==> src/swc_map.svh <==
// Purpose: offsets, fields, resets and counts of the sleep/wake controller
// Assumes: APB byte addresses, one 32-bit word per register
// Notes: one rule a line below
// Function
// - Sleep is entered only when the CPU executes the power-down instruction.
// - Entering sleep clears the watchdog; it runs on when enabled in sleep.
// - Completed entry clears the powerdown flag and sets the timeout flag.
// - In sleep the CPU clock stops and I/O pins hold their drive.
// - Low-frequency and timer1 oscillators keep running in sleep.
// - Converter on its RC clock and capacitive oscillator keep running.
// - Sleep leaves every reset source except the watchdog untouched.
// - Wake on master clear, brown-out, power-on, watchdog or interrupts.
// - Reset sources reset the device; watchdog or interrupt resume code.
// - The instruction after power-down is prefetched during it.
// - Interrupt wake needs the source enable, not the global enable.
// - Global enable off: run in line; on: next instruction then 0004h; here 0004h comes with the resume pulse.
// - Every wake clears the watchdog.
// - Pending enabled interrupt turns power-down into a no-operation.
// - Interrupt during or after entry: complete entry, wake at once.
// - Crystal modes add 1024 oscillator periods of start-up on wake.
// - Flags set on events regardless of any enable.
// - Request register four: rx bit 5, tx bit 4, collision 1, event 0.
// - Stay in reset until the regulator capacitor is charged.
// - Watchdog time-out in sleep wakes and updates the status flags.
`ifndef SWC_MAP_SVH
`define SWC_MAP_SVH
`define SWC_ADDR_REQ4      12'h000
`define SWC_ADDR_ENA4      12'h004
`define SWC_ADDR_INTCTL    12'h008
`define SWC_ADDR_STATUS    12'h00c
`define SWC_ADDR_WDTCTL    12'h010
`define SWC_REQ4_MASK      8'h33
`define SWC_INTCTL_MASK    8'hd2
`define SWC_WDTCTL_MASK    8'h3f
`define SWC_WDTCTL_RESET   8'h16
`define SWC_BIT_GLOBAL_EN  7
`define SWC_BIT_EXT_EN     4
`define SWC_BIT_EXT_FLAG   1
`define SWC_BIT_TIMEOUT    4
`define SWC_BIT_POWERDOWN  3
`define SWC_BIT_SW_WDT_EN  0
`define SWC_OST_TOSC       1024
`define SWC_ISR_VECTOR     15'h0004
`define SWC_NSYNC          5
`endif

==> src/swc_pkg.sv <==
// Purpose: types of the sleep/wake controller
// Assumes: constants live in swc_map.svh
// Notes: one state machine, one event struct
package swc_pkg;
  typedef enum logic [2:0] {
    SWC_RESET,
    SWC_AWAKE,
    SWC_SLEEP,
    SWC_OST,
    SWC_RESUME
  } swc_state_e;

  typedef struct packed {
    logic [3:0] serial_sync;
    logic       periph_wake;
    logic       wdt_timeout;
    logic       clrwdt;
  } swc_evt_s;
endpackage : swc_pkg

==> src/swc_ctrl.sv <==
// Purpose: power-down entry, wake decision and reset hold for the core
// Assumes: sys_clk 250 MHz is also the oscillator whose periods are counted
// Notes: APB slave, zero wait states, read data registered in setup phase
`include "swc_map.svh"

module swc_ctrl
  import swc_pkg::*;
(
  // clock and reset
  input  wire logic        sys_clk,
  input  wire logic        resetn,
  // apb slave
  input  wire logic        psel,
  input  wire logic        penable,
  input  wire logic        pwrite,
  input  wire logic [11:0] paddr,
  input  wire logic [31:0] pwdata,
  output logic      [31:0] prdata,
  output logic             pready,
  output logic             pslverr,
  // cpu core
  input  wire logic        sleep_exec,
  output logic             prefetch_req,
  output logic             cpu_clk_en,
  output logic             resume_pulse,
  output logic             vector_req,
  output logic      [14:0] vector_addr,
  output logic             device_reset,
  // events from peripherals and watchdog, same clock
  input  swc_evt_s         evt,
  // asynchronous pins
  input  wire logic        master_clear_pin_n,
  input  wire logic        brownout_reset,
  input  wire logic        por_active,
  input  wire logic        ext_int_pin,
  input  wire logic        cap_charged,
  // configuration
  input  wire logic        master_clear_en,
  input  wire logic        brownout_en,
  input  wire logic        xtal_mode,
  input  wire logic [1:0]  wdt_mode,
  // clock and pin control
  output logic             wdt_clear,
  output logic             wdt_run,
  output logic             io_hold,
  output logic             low_freq_internal_osc_en,
  output logic             timer1_osc_en,
  output logic             converter_rc_clock_en,
  output logic             cap_sense_osc_en
);

  swc_state_e  state;
  swc_state_e  next_state;
  logic [7:0]  peripheral_request_four;
  logic [7:0]  peripheral_enable_four;
  logic [7:0]  interrupt_control;
  logic [7:0]  watchdog_control;
  logic        timeout_flag;
  logic        powerdown_flag;
  logic [10:0] ost_cnt;
  logic [`SWC_NSYNC-1:0] pin_raw;
  logic [`SWC_NSYNC-1:0] pin_s1;
  logic [`SWC_NSYNC-1:0] pin_s2;
  logic [`SWC_NSYNC-1:0] pin_s3;
  logic [`SWC_NSYNC-1:0] pin_lvl;
  logic        ext_int_q;
  logic        rst_src;
  logic        wake_irq;
  logic        enter;
  logic        wr;
  logic        rd;
  logic        hit;

  localparam logic [10:0] OST_LAST = 11'(`SWC_OST_TOSC - 1);

  function automatic logic addr_is(input logic [11:0] a,
                                   input logic [11:0] ref_a);
    addr_is = (a == ref_a);
  endfunction : addr_is

  // asynchronous pins: three stages, a change counts once two agree
  assign pin_raw = {cap_charged, por_active, ~master_clear_pin_n,
                    brownout_reset, ext_int_pin};

  genvar g;
  generate
    for (g = 0; g < `SWC_NSYNC; g++)
    begin : g_sync
      always_ff @(posedge sys_clk)
      begin
        if (!resetn)
        begin
          pin_s1[g]  <= 1'b0;
          pin_s2[g]  <= 1'b0;
          pin_s3[g]  <= 1'b0;
          pin_lvl[g] <= 1'b0;
        end
        else
        begin
          pin_s1[g] <= pin_raw[g];
          pin_s2[g] <= pin_s1[g];
          pin_s3[g] <= pin_s2[g];
          if (pin_s2[g] == pin_s3[g])
            pin_lvl[g] <= pin_s3[g];
        end
      end
    end
  endgenerate

  // sleep does not mask these; power-on and capacitor always reset, master clear and brown-out when enabled
  assign rst_src = pin_lvl[3] | (master_clear_en & pin_lvl[2])
                 | (brownout_en & pin_lvl[1]) | ~pin_lvl[4];

  // wake needs only the source enable, never the global one
  assign wake_irq = |(peripheral_request_four & peripheral_enable_four)
                  | (interrupt_control[`SWC_BIT_EXT_EN]
                     & interrupt_control[`SWC_BIT_EXT_FLAG])
                  | evt.periph_wake;

  // a pending enabled interrupt turns the instruction into a no-op
  assign enter = (state == SWC_AWAKE) & sleep_exec & ~wake_irq;

  assign wr  = psel & penable & pwrite;
  assign rd  = psel & ~penable & ~pwrite;
  assign hit = addr_is(paddr, `SWC_ADDR_REQ4)
             | addr_is(paddr, `SWC_ADDR_ENA4)
             | addr_is(paddr, `SWC_ADDR_INTCTL)
             | addr_is(paddr, `SWC_ADDR_STATUS)
             | addr_is(paddr, `SWC_ADDR_WDTCTL);

  assign pready  = 1'b1;
  assign pslverr = psel & penable & ~hit;

  always_comb
  begin
    next_state = state;
    unique case (state)
      SWC_RESET:
        if (!rst_src)
          next_state = SWC_AWAKE;
      SWC_AWAKE:
        if (rst_src || (evt.wdt_timeout && wdt_run))
          next_state = SWC_RESET;
        else if (enter)
          next_state = SWC_SLEEP;
      SWC_SLEEP:
        if (rst_src)
          next_state = SWC_RESET;
        else if (wake_irq || (evt.wdt_timeout && wdt_run))
          next_state = xtal_mode ? SWC_OST : SWC_RESUME;
      SWC_OST:
        if (rst_src)
          next_state = SWC_RESET;
        else if (ost_cnt == OST_LAST)
          next_state = SWC_RESUME;
      SWC_RESUME:
        next_state = rst_src ? SWC_RESET : SWC_AWAKE;
    endcase
  end

  always_ff @(posedge sys_clk)
  begin
    if (!resetn)
      state <= SWC_RESET;
    else
      state <= next_state;
  end

  always_ff @(posedge sys_clk)
  begin
    if (!resetn || state != SWC_OST)
      ost_cnt <= 11'h000;
    else
      ost_cnt <= ost_cnt + 11'h001;
  end

  // flags: hardware set wins over a software clear in the same cycle
  always_ff @(posedge sys_clk)
  begin
    if (!resetn || rst_src)
      peripheral_request_four <= 8'h00;
    else
    begin
      if (wr && addr_is(paddr, `SWC_ADDR_REQ4))
        peripheral_request_four <= pwdata[7:0] & `SWC_REQ4_MASK;
      peripheral_request_four[5:4] <= (wr && addr_is(paddr, `SWC_ADDR_REQ4)
        ? pwdata[5:4] : peripheral_request_four[5:4])
        | evt.serial_sync[3:2];
      peripheral_request_four[1:0] <= (wr && addr_is(paddr, `SWC_ADDR_REQ4)
        ? pwdata[1:0] : peripheral_request_four[1:0])
        | evt.serial_sync[1:0];
    end
  end

  always_ff @(posedge sys_clk)
  begin
    if (!resetn || rst_src)
      peripheral_enable_four <= 8'h00;
    else if (wr && addr_is(paddr, `SWC_ADDR_ENA4))
      peripheral_enable_four <= pwdata[7:0] & `SWC_REQ4_MASK;
  end

  always_ff @(posedge sys_clk)
  begin
    if (!resetn || rst_src)
      ext_int_q <= 1'b0;
    else
      ext_int_q <= pin_lvl[0];
  end

  always_ff @(posedge sys_clk)
  begin
    if (!resetn || rst_src)
      interrupt_control <= 8'h00;
    else
    begin
      if (wr && addr_is(paddr, `SWC_ADDR_INTCTL))
        interrupt_control <= pwdata[7:0] & `SWC_INTCTL_MASK;
      if (pin_lvl[0] && !ext_int_q)
        interrupt_control[`SWC_BIT_EXT_FLAG] <= 1'b1;
    end
  end

  always_ff @(posedge sys_clk)
  begin
    if (!resetn || rst_src)
      watchdog_control <= `SWC_WDTCTL_RESET;
    else if (wr && addr_is(paddr, `SWC_ADDR_WDTCTL))
      watchdog_control <= pwdata[7:0] & `SWC_WDTCTL_MASK;
  end

  // both flags read 1 after a power-on style reset
  always_ff @(posedge sys_clk)
  begin
    if (!resetn || (rst_src && state != SWC_RESET))
    begin
      timeout_flag   <= 1'b1;
      powerdown_flag <= 1'b1;
    end
    else if (state == SWC_AWAKE && evt.wdt_timeout && wdt_run)
      timeout_flag <= 1'b0;
    else if (state == SWC_SLEEP && evt.wdt_timeout && wdt_run)
      timeout_flag <= 1'b0;
    else if (enter)
    begin
      timeout_flag   <= 1'b1;
      powerdown_flag <= 1'b0;
    end
    else if (state == SWC_AWAKE && evt.clrwdt)
    begin
      timeout_flag   <= 1'b1;
      powerdown_flag <= 1'b1;
    end
  end

  always_ff @(posedge sys_clk)
  begin
    if (!resetn)
      prdata <= 32'h0000_0000;
    else if (rd)
    begin
      prdata <= 32'h0000_0000;
      if (addr_is(paddr, `SWC_ADDR_REQ4))
        prdata[7:0] <= peripheral_request_four;
      if (addr_is(paddr, `SWC_ADDR_ENA4))
        prdata[7:0] <= peripheral_enable_four;
      if (addr_is(paddr, `SWC_ADDR_INTCTL))
        prdata[7:0] <= interrupt_control;
      if (addr_is(paddr, `SWC_ADDR_STATUS))
      begin
        prdata[`SWC_BIT_TIMEOUT]   <= timeout_flag;
        prdata[`SWC_BIT_POWERDOWN] <= powerdown_flag;
      end
      if (addr_is(paddr, `SWC_ADDR_WDTCTL))
        prdata[7:0] <= watchdog_control;
    end
  end

  // watchdog enable per mode; mode 10 stops it in sleep
  always_comb
  begin
    unique case (wdt_mode)
      2'b11: wdt_run = 1'b1;
      2'b10: wdt_run = (state == SWC_AWAKE) || (state == SWC_RESUME);
      2'b01: wdt_run = watchdog_control[`SWC_BIT_SW_WDT_EN];
      2'b00: wdt_run = 1'b0;
    endcase
  end

  // cleared on entry, on every wake and while start-up runs
  always_ff @(posedge sys_clk)
  begin
    if (!resetn)
      wdt_clear <= 1'b1;
    else
      wdt_clear <= enter
                 || (state == SWC_SLEEP && next_state != SWC_SLEEP)
                 || next_state == SWC_OST || next_state == SWC_RESET
                 || (state == SWC_AWAKE && evt.clrwdt) || !wdt_run;
  end

  always_ff @(posedge sys_clk)
  begin
    if (!resetn)
    begin
      cpu_clk_en   <= 1'b0;
      io_hold      <= 1'b0;
      device_reset <= 1'b1;
    end
    else
    begin
      cpu_clk_en   <= next_state == SWC_AWAKE
                   || next_state == SWC_RESUME;
      io_hold      <= next_state == SWC_SLEEP
                   || next_state == SWC_OST;
      device_reset <= next_state == SWC_RESET;
    end
  end

  // resume: global enable decides the vector, raised in the same cycle as the resume pulse
  always_ff @(posedge sys_clk)
  begin
    if (!resetn)
    begin
      resume_pulse <= 1'b0;
      vector_req   <= 1'b0;
      vector_addr  <= 15'h0000;
    end
    else
    begin
      resume_pulse <= next_state == SWC_RESUME;
      vector_req   <= next_state == SWC_RESUME && wake_irq
                   && interrupt_control[`SWC_BIT_GLOBAL_EN];
      vector_addr  <= `SWC_ISR_VECTOR;
    end
  end

  // prefetch happens whether or not the entry completes
  assign prefetch_req = (state == SWC_AWAKE) & sleep_exec;

  // slow oscillators and sleep-capable clocks never stop here
  assign low_freq_internal_osc_en = 1'b1;
  assign timer1_osc_en            = 1'b1;
  assign converter_rc_clock_en    = 1'b1;
  assign cap_sense_osc_en         = 1'b1;

endmodule : swc_ctrl

==> config.mk <==
export PLATFORM = sky130hd
export DESIGN_NAME = swc_ctrl
export DESIGN_NICKNAME = d
export VERILOG_FILES = /design/src/swc_pkg.sv /design/src/swc_ctrl.sv
export VERILOG_INCLUDE_DIRS = /design/src
export SDC_FILE = /design/constraint.sdc
export NUM_CORES = 1
export LEC_CHECK = 0
export BUFFER_PORTS_ARGS = -buffer_cell sky130_fd_sc_hd__clkbuf_2
export CORE_ASPECT_RATIO = 0.7
export CORE_UTILIZATION = 40
export CTS_CLUSTER_SIZE = 8
export DETAILED_ROUTE_END_ITERATION = 12
export GPL_TIMING_DRIVEN = 0
export PLACE_DENSITY = 0.7
export SLEW_MARGIN = 20
export SYNTH_ARGS = -nofsm -noshare
export SYNTH_HDL_FRONTEND = slang
export SYNTH_SLANG_ARGS = --single-unit
==> constraint.sdc <==
create_clock -name sys_clk -period 2.3 [get_ports sys_clk]
set_clock_uncertainty 0.1 [all_clocks]
set_input_delay 0.46 -clock sys_clk [delete_from_list [all_inputs] [get_ports sys_clk]]
set_output_delay 0.46 -clock sys_clk [all_outputs]
set_load 0.01 [all_outputs]
## Yosys cells after proc, flatten, opt, wreduce, memory -nomap -nowiden

Cells that the tools add are included.

- $add $sub $neg: 1
- Equal/unequal tests: 23
- Muxes and demuxes: 26
- Bitwise operators: 30
- Reduce and logical (&&, ||, !) cells: 41

Operators with widths:

| cell | number |
|---|---|
| 3-bit two-way mux | 9 |
| 12-bit by 4-bit equality test with 1-bit output, second input constant | 2 |
| 8-bit two-way mux | 3 |
| 1-bit logical AND | 15 |
| 3-bit case mux with 5 select lines | 1 |
| 1-bit logical OR | 13 |
| 12-bit by 3-bit equality test with 1-bit output, second input constant | 1 |
| 12-bit by 5-bit equality test with 1-bit output, second input constant | 1 |
| 3-bit by 2-bit equality test with 1-bit output, second input constant | 4 |
| 12-bit logical NOT | 1 |
| 11-bit by 1-bit adder with 11-bit output, second input constant | 1 |
| 11-bit by 10-bit equality test with 1-bit output, second input constant | 1 |
| 1-bit bitwise AND | 10 |
| 1-bit OR | 9 |
| 2-bit two-way mux | 4 |
| 1-bit inverter | 8 |
| 8-bit OR reduction | 1 |
| 1-bit two-way mux | 7 |
| 6-bit bitwise AND | 1 |
| 3-bit by 1-bit equality test with 1-bit output, second input constant | 2 |
| 3-bit equality test, second input constant | 2 |
| 3-bit logical NOT | 2 |
| 6-bit two-way mux | 1 |
| 3-bit by 2-bit != test with 1-bit output, second input constant | 2 |
| 11 further kinds | 20 |

- Register bits after elaboration: 84
- Input port bits: 67
- Output and inout bits: 61
- Word-level logic and storage cells: 159

## Logic depth before layout (Yosys ltp)

Gate-level depths: netlist of run 1.

- Depth after elaboration: 16
- Gate-level depth with buffers: 7
- Gate-level depth less buffers: 7

## Least setup slack after synthesis of run 1

Ideal clock, no wire load.

- Path kind: input -> register
- From: input port paddr[9]
- To: register peripheral_enable_four[0]
- Setup time: 128 ps
- Data arrival time: 1767 ps
- Required time: 2072 ps
- Slack: 305 ps
- Stages: 7
- Path buffers: 1
- Path through: nor4_2 > and4_1 > and3b_1 > nor2b_1 > clkbuf_2 > mux2i_1 > nor2_1

- Longest elaborated chain between the ends: 2

Ends and longest elaborated chain:

| item | line | source |
|---|---|---|
| start, declared | swc_ctrl.sv:16 | `input wire logic [11:0] paddr,` |
| 12-bit by 3-bit equality test with 1-bit output | swc_ctrl.sv:78 | `addr_is = (a == ref_a);` |
| 1-bit logical AND | swc_ctrl.sv:199 | `` else if (wr && addr_is(paddr, `SWC_ADDR_ENA4)) `` |
| end signal, assigned | swc_ctrl.sv:200 | `` peripheral_enable_four <= pwdata[7:0] & `SWC_REQ4_MASK; `` |
| end, declared | swc_ctrl.sv:55 | `logic [7:0] peripheral_enable_four;` |

No other way between the ends.
A chain may end at the register's enable or synchronous reset.

## Final worst setup path of run 1

- From: input port paddr[9]
- To: output port pslverr

- Longest elaborated chain between the ends: 7
- Elaborated cells on any way between the ends: 11
- Classes of those cells: eq/ne: 4; bitwise: 6; reduce/logical: 1

Ends and longest elaborated chain:

| item | line | source |
|---|---|---|
| 12-bit by 3-bit equality test with 1-bit output / 12-bit logical NOT (equally long branches) | swc_ctrl.sv:78 |  |
| 1-bit OR (3 in a row) | swc_ctrl.sv:125 | `` assign hit = addr_is(paddr, `SWC_ADDR_REQ4) `` |
| 1-bit OR * | swc_ctrl.sv:125 |  |
| 1-bit inverter * | swc_ctrl.sv:132 | `assign pslverr = psel & penable & ~hit;` |
| 1-bit bitwise AND * | swc_ctrl.sv:132 |  |
| end, declared | swc_ctrl.sv:20 | `output logic pslverr,` |

Mark *: on every way between the ends. The rest lies on a longest branch, timed or not.

==> qor.yml, run 1 <==
clock_tree:
  path_clk_slew_ps: 50
  holdBufCountCts: 0
  clock_latency_ps: 330
  cts_sinks: 70
  cts.htree.levels: 3
  cts_made_buffers: 9
  cts_tree: "yes"
  clock-root-buffer: "clkbuf_16"
  clockBufferDepth: 2
yosys:
  synthCells: 370
  synth-edff-count: 0
  ys.warnings.count: 0
  yosysUniqueCellTypes: 47
  synth_seq_cells: 70
  synthFlopType: "dfxtp_1"
  yosysSeqAreaShare_pct: 42.57
  syn_avg_cell_area_sq_um: 8.897
  async_flop_share_pct: 0
  syn_area_sq_um: 3292
final_layout:
  drive_above_1_share_pct: 26.95
  final_common_cell: "dfxtp_1"
  final_cell_mix: "70 x dfxtp_1, 61 x clkbuf_2, 44 x buf_4"
  area_growth_pct: 28.16
  nNetsFinal: 551
  fin_util_pct: 53.37
  antenna_cells: 0
hold_path:
  worstHoldPathType: "in -> reg"
  hold_path_end: "pin_s1[2]"
  hold_depth: 2
  worstHoldStart: "master_clear_pin_n"
power:
  leakage_nw: 1.878
  peakVddDrop_mv: 0.3413
  power_density_nw_per_um2: 684.2
sta:
  finalCriticalPeriod_ps: 2239
  setup-violations-final: 0
  tightestPinTransition_ps: 513.8
  final-hold-violation-count: 0
  period_share_pct: 97.33
  rsz0062_at_grt: "true"
  fin_ws_ps: 61.46
  slew_headroom_pct: 65.75
  tns_ps: 0
  maxSlewViolCount: 0
  fmax_ghz: 0.4467
worst_setup_path:
  r2r-end: "vector_req"
  critical-path-top-delay-family: "simple AND/OR/NAND/NOR gates"
  path_cells: "clkbuf_2, nor4_2, nand4_1, nor2_4, nor3_1, clkbuf_2"
  crit_top_cell: "clkbuf_2"
  arrival_ps: 1680
  endpoint_kind: "output pin"
  cp-start-kind: "input port"
  cp_slowest_cell: "nor4_2"
  slowest_delay_ps: 350
  reg2reg_depth: 7
  ff2ff_setup_slack_ps: 150
  worst-path-buf-inv: 2
  worst_ep_required_time_ps: 1740
  path_max_fanout: 5
  reg2reg_from: "ost_cnt[0]"
  path_class: "in -> out"
placed_design:
  place_congestion: 0.9214
  hpwl_microns: 5737
  port_buffers: 60
  pre_cts_slack_ps: -58.86
floorplan:
  die_h_microns: 77.90
  chipWidth_microns: 110.4
  io_pins: 128
  initial_core_util_pct: 41.64
  dieArea_sq_um: 8603
  fp-row-count: 27
  core_sq_um: 7905
detailed_routing:
  met3_length_microns: 506
  detail_route.wl_per_cell_microns: 12.85
  dr.pass1.iters: 4
  dr_wl_met2_microns: 3319
  routed_wl_microns: 7541
  drt_iter0_drc: 141
  ant_nets: 0
  wl_met1_microns: 3596
  num_vias: 2836
  drc_errors: 0
  top_layer_used: "met4"
  routed_via_density: 4.831
global_routing:
  grt.total_usage_pct: 17.99
  antenna_found_initial: 0
  grt_pass1_wl_microns: 12050
  first_global_vias: 2514
  grt_max_degree: 12
  grt_overflow_total: 0
outcome:
  status: "complete, no violations"
run:
  drv_cap: 0
layout make-up:
type	count	area, sq um
well taps	101	126.4
multi-input cells	279	1673
repair buffers	61	307.8
plain buffers	55	372.9
clock inverters	4	72.57
clock buffers	10	239.0
inverters	7	26.28
fillers	750	3686
flip-flops and latches	70	1401
flip-flops by register name (all words and copies together) (netlist names), 3 cells and up:
| register | cells |
|---|---|
| state | 3 |
| peripheral_request_four | 4 |
| pin_s2 | 5 |
| peripheral_enable_four | 4 |
| pin_lvl | 5 |
| pin_s1 | 5 |
| watchdog_control | 6 |
| pin_s3 | 5 |
| prdata | 8 |
| interrupt_control | 4 |
| ost_cnt | 11 |
report_power, final:
part / switching [mW] / internal, mW
Combinational: 0.107 / 0.101
Clock: 0.480 / 0.963
Sequential: 0.00635 / 1.23
metrics by stage:
step,area [sq um],total power [mW],hold slack [ps],std cells
after floorplan,3446,1.395,311.9,411
after global placement,3872,1.462,317.0,572
after detailed placement,3872,1.465,320.1,572
after CTS,4187,2.909,170.1,586
after global routing,4219,2.982,179.9,587
final,4219,2.887,179.6,587
synthesized netlist by cell type, types with 2 or more instances:
| cell type | instances | area share [%] |
|---|---|---|
| nand4_1 | 6 | 1.1 |
| and3b_1 | 2 | 0.53 |
| and2_1 | 20 | 3.8 |
| o211ai_1 | 4 | 0.91 |
| mux2i_1 | 20 | 6.1 |
| nor4_1 | 2 | 0.38 |
| o211a_1 | 4 | 1.2 |
| nor2_1 | 41 | 4.7 |
| o31a_1 | 2 | 0.53 |
| o21a_1 | 2 | 0.46 |
| a21boi_0 | 9 | 2.1 |
| nor4_2 | 2 | 0.76 |
| nand2b_1 | 2 | 0.38 |
| o2111ai_1 | 2 | 0.53 |
| nor3_1 | 4 | 0.61 |
| xnor2_1 | 6 | 1.6 |
| a21oi_1 | 12 | 1.8 |
| or3_1 | 5 | 0.95 |
| a22oi_1 | 3 | 0.68 |
| conb_1 | 2 | 0.23 |
| and3_1 | 5 | 0.95 |
| buf_2 | 3 | 0.46 |
| inv_1 | 7 | 0.80 |
| nor3b_1 | 4 | 0.91 |
| clkbuf_1 | 8 | 0.91 |
| buf_4 | 43 | 9.8 |
| nand2_1 | 29 | 3.3 |
| o21ai_0 | 13 | 2.0 |
| nor2b_1 | 5 | 0.95 |
| nand3_1 | 13 | 2.0 |
| dfxtp_1 | 70 | 43 |
| xor2_1 | 5 | 1.3 |
logic make-up after synthesis:
group / share of synthesized area [%]
buf+inv: 12.12
fa+ha+maj: 0.3800
xor+xnor: 2.927
simple gates: 22.77
other cells: 0.2281
flops: 42.57
mux: 6.765
compound gates: 12.24
how the worst max path moves through the flow:
stage	cells after the start	to	slack (ps)	from
after global routing	6	pslverr	-10	paddr[9]
final	6	pslverr	60	paddr[9]
after CTS	6	pslverr	1	paddr[9]
after detailed placement	6	pslverr	-60	paddr[9]
after floorplan	7	peripheral_enable_four[0]	300	paddr[9]
after global placement	6	pslverr	-6	paddr[9]
timing repair:
item	4_1_cts	5_1_grt
buffers inserted	0	1
pin swaps	0	2
endpoints found under the hold margin	0	0
gates resized for setup	1	4
setup endpoints to repair	1	4
metal layers:
layer	up-vias	GRT usage [%]
li1	1411	-
met5	-	0
met1	1301	24.52
met4	0	8.800
met2	116	26.65
met3	8	4.219
Power figures use the tool's default switching activity.
==> run 2, diff against run 1 <==
Settings changed: PLACE_DENSITY 0.7 to 0.72.
Clock period 2.3 ns to 1.9 ns, I/O delays scaled along.
==> run 2 against run 1 <==
Effect of this change: first-iteration DRC count rose by 5.0%; routed wire length rose by 11%; clock power rose by 23%; highest routed layer unchanged; clock-buffer cell count rose by 1; global-route usage rose by 0.75 points; the flow now finishes with violations (setup timing); critical path type is now reg -> reg; final area rose by 9.2%; total power rose by 22%.
==> qor.yml, run 2 (synthesized netlist as in run 1, its figures left out) <==
global_routing:
  first_global_vias: 2640
  antenna_found_initial: 0
  grt_pass1_wl_microns: 12790
  grt_overflow_total: 0
  grt_max_degree: 13
  grt.total_usage_pct: 18.74
detailed_routing:
  routed_wl_microns: 8400
  detail_route.wl_per_cell_microns: 13.79
  routed_via_density: 4.905
  drc_errors: 0
  ant_nets: 0
  num_vias: 2987
  dr.pass1.iters: 5
  drt_iter0_drc: 148
sta:
  fin_hold_ws_ps: 95.77
  tightestPinTransition_ps: 638.2
  maxSlewViolCount: 0
  finalCriticalPeriod_ps: 2021
  period_share_pct: 106.4
  rsz0062_at_grt: "true"
  fin_ws_ps: -120.7
  slew_headroom_pct: 57.46
  final-hold-violation-count: 0
  fmax_ghz: 0.4949
  tns_ps: -340.3
  setup-violations-final: 7
final_layout:
  final_common_cell: "buf_4"
  reg.largest.list: "ost_cnt x11, prdata x8, watchdog_control x6"
  drive_above_1_share_pct: 37.40
  nNetsFinal: 571
  regMostFlops: "ost_cnt"
  area_growth_pct: 39.91
  fin_util_pct: 58.26
  largest_reg_flops: 11
  final_cell_mix: "65 x buf_4, 58 x clkbuf_2, 57 x dfxtp_1"
  fill_cells: 665
  antenna_cells: 0
clock_tree:
  path_clk_slew_ps: 60
  cts_sinks: 70
  clock-root-buffer: "clkbuf_16"
  clockBufferDepth: 2
  clock_latency_ps: 330
  cts.htree.levels: 3
  cts_tree: "yes"
  cts_made_buffers: 9
outcome:
  status: "finished, violations left"
  violations: "setup timing"
worst_setup_path:
  reg2reg_from: "ost_cnt[1]"
  ff2ff_setup_slack_ps: -120
  path_max_fanout: 4
  cp-start-kind: "flip-flop"
  endpoint_kind: "flip-flop"
  path_class: "reg -> reg"
  arrival_ps: 2170
  r2r-end: "wdt_clear"
  worst_ep_required_time_ps: 2050
  startpoint: "ost_cnt[1]"
  reg2reg_depth: 8
floorplan:
  fp-row-count: 27
  chipWidth_microns: 110.4
  core_sq_um: 7905
  dieArea_sq_um: 8603
  io_pins: 128
  initial_core_util_pct: 41.64
  die_h_microns: 77.90
power:
  leakage_nw: 2.041
  power_density_nw_per_um2: 767.1
  peakVddDrop_mv: 0.4607
run:
  drv_cap: 0
placed_design:
  port_buffers: 60
  place_congestion: 0.9129
  hpwl_microns: 5776
hold_path:
  hold_path_end: "pin_s1[2]"
  hold_depth: 2
  worstHoldStart: "master_clear_pin_n"
  worstHoldPathType: "in -> reg"
[run 2: repair_timing]
action	4_1_cts	5_1_grt
buffers inserted	9	12
hold buffers	0	0
pin swaps	11	18
resized for setup	34	41
setup endpoints to repair	7	25
[run 2: power breakdown]
part           leakage (nW)  total (mW)  switching (mW)  internal (mW)
logic                  1.32       0.271           0.140          0.131
clock network         0.146        1.77           0.620           1.15
registers             0.575        1.49         0.00716           1.48
[run 2: worst max-delay path by stage]
stage                           endpoint  slack (ps)  cells past startpoint
2_1_floorplan  peripheral_enable_four[0]          30                      7
3_3_place_gp   peripheral_enable_four[5]        -270                      8
3_5_place_dp   peripheral_enable_four[5]        -300                      8
4_1_cts                        wdt_clear         -30                      8
5_1_grt                        wdt_clear        -200                      7
6_report                       wdt_clear        -120                      8
[run 2: critical path, cell delays in order, from the launching register on]
cell       delay [ps]
dfxtp_4           360
ha_4              150
nand2_4            60
nor4_4            280
or3_4             170
o211ai_1           80
buf_4             160
or3_4             380
o2111ai_2         190
[run 2: final cells by class]
class | instances | area, sq um | share of cell area (%)
timing repair buffer | 81 | 467.9 | 10.16
inverter | 7 | 26.28 | 0.5705
clock inverter | 5 | 83.83 | 1.820
buffer | 55 | 394.1 | 8.557
sequential | 70 | 1423 | 30.89
multi-input combinational | 279 | 1852 | 40.21
clock buffer | 11 | 232.7 | 5.053
tap | 101 | 126.4 | 2.744
[run 2: layer usage]
layer,up-vias,track usage (%),wire length (microns)
met1,1370,25.10,3857
met5,-,0,0
met4,0,6.533,194
met2,139,28.70,3798
met3,20,5.469,549
li1,1458,-,-
[run 2: through the flow]
step | area, sq um | total power [mW] | instances | setup slack, ps
after floorplan | 3455 | 1.689 | 411 | 27.73
after global placement | 3881 | 1.772 | 572 | -272.1
after detailed placement | 3881 | 1.777 | 572 | -303.5
after CTS | 4370 | 3.541 | 597 | -29.54
after global routing | 4606 | 3.657 | 609 | -199.7
final | 4606 | 3.533 | 609 | -120.7
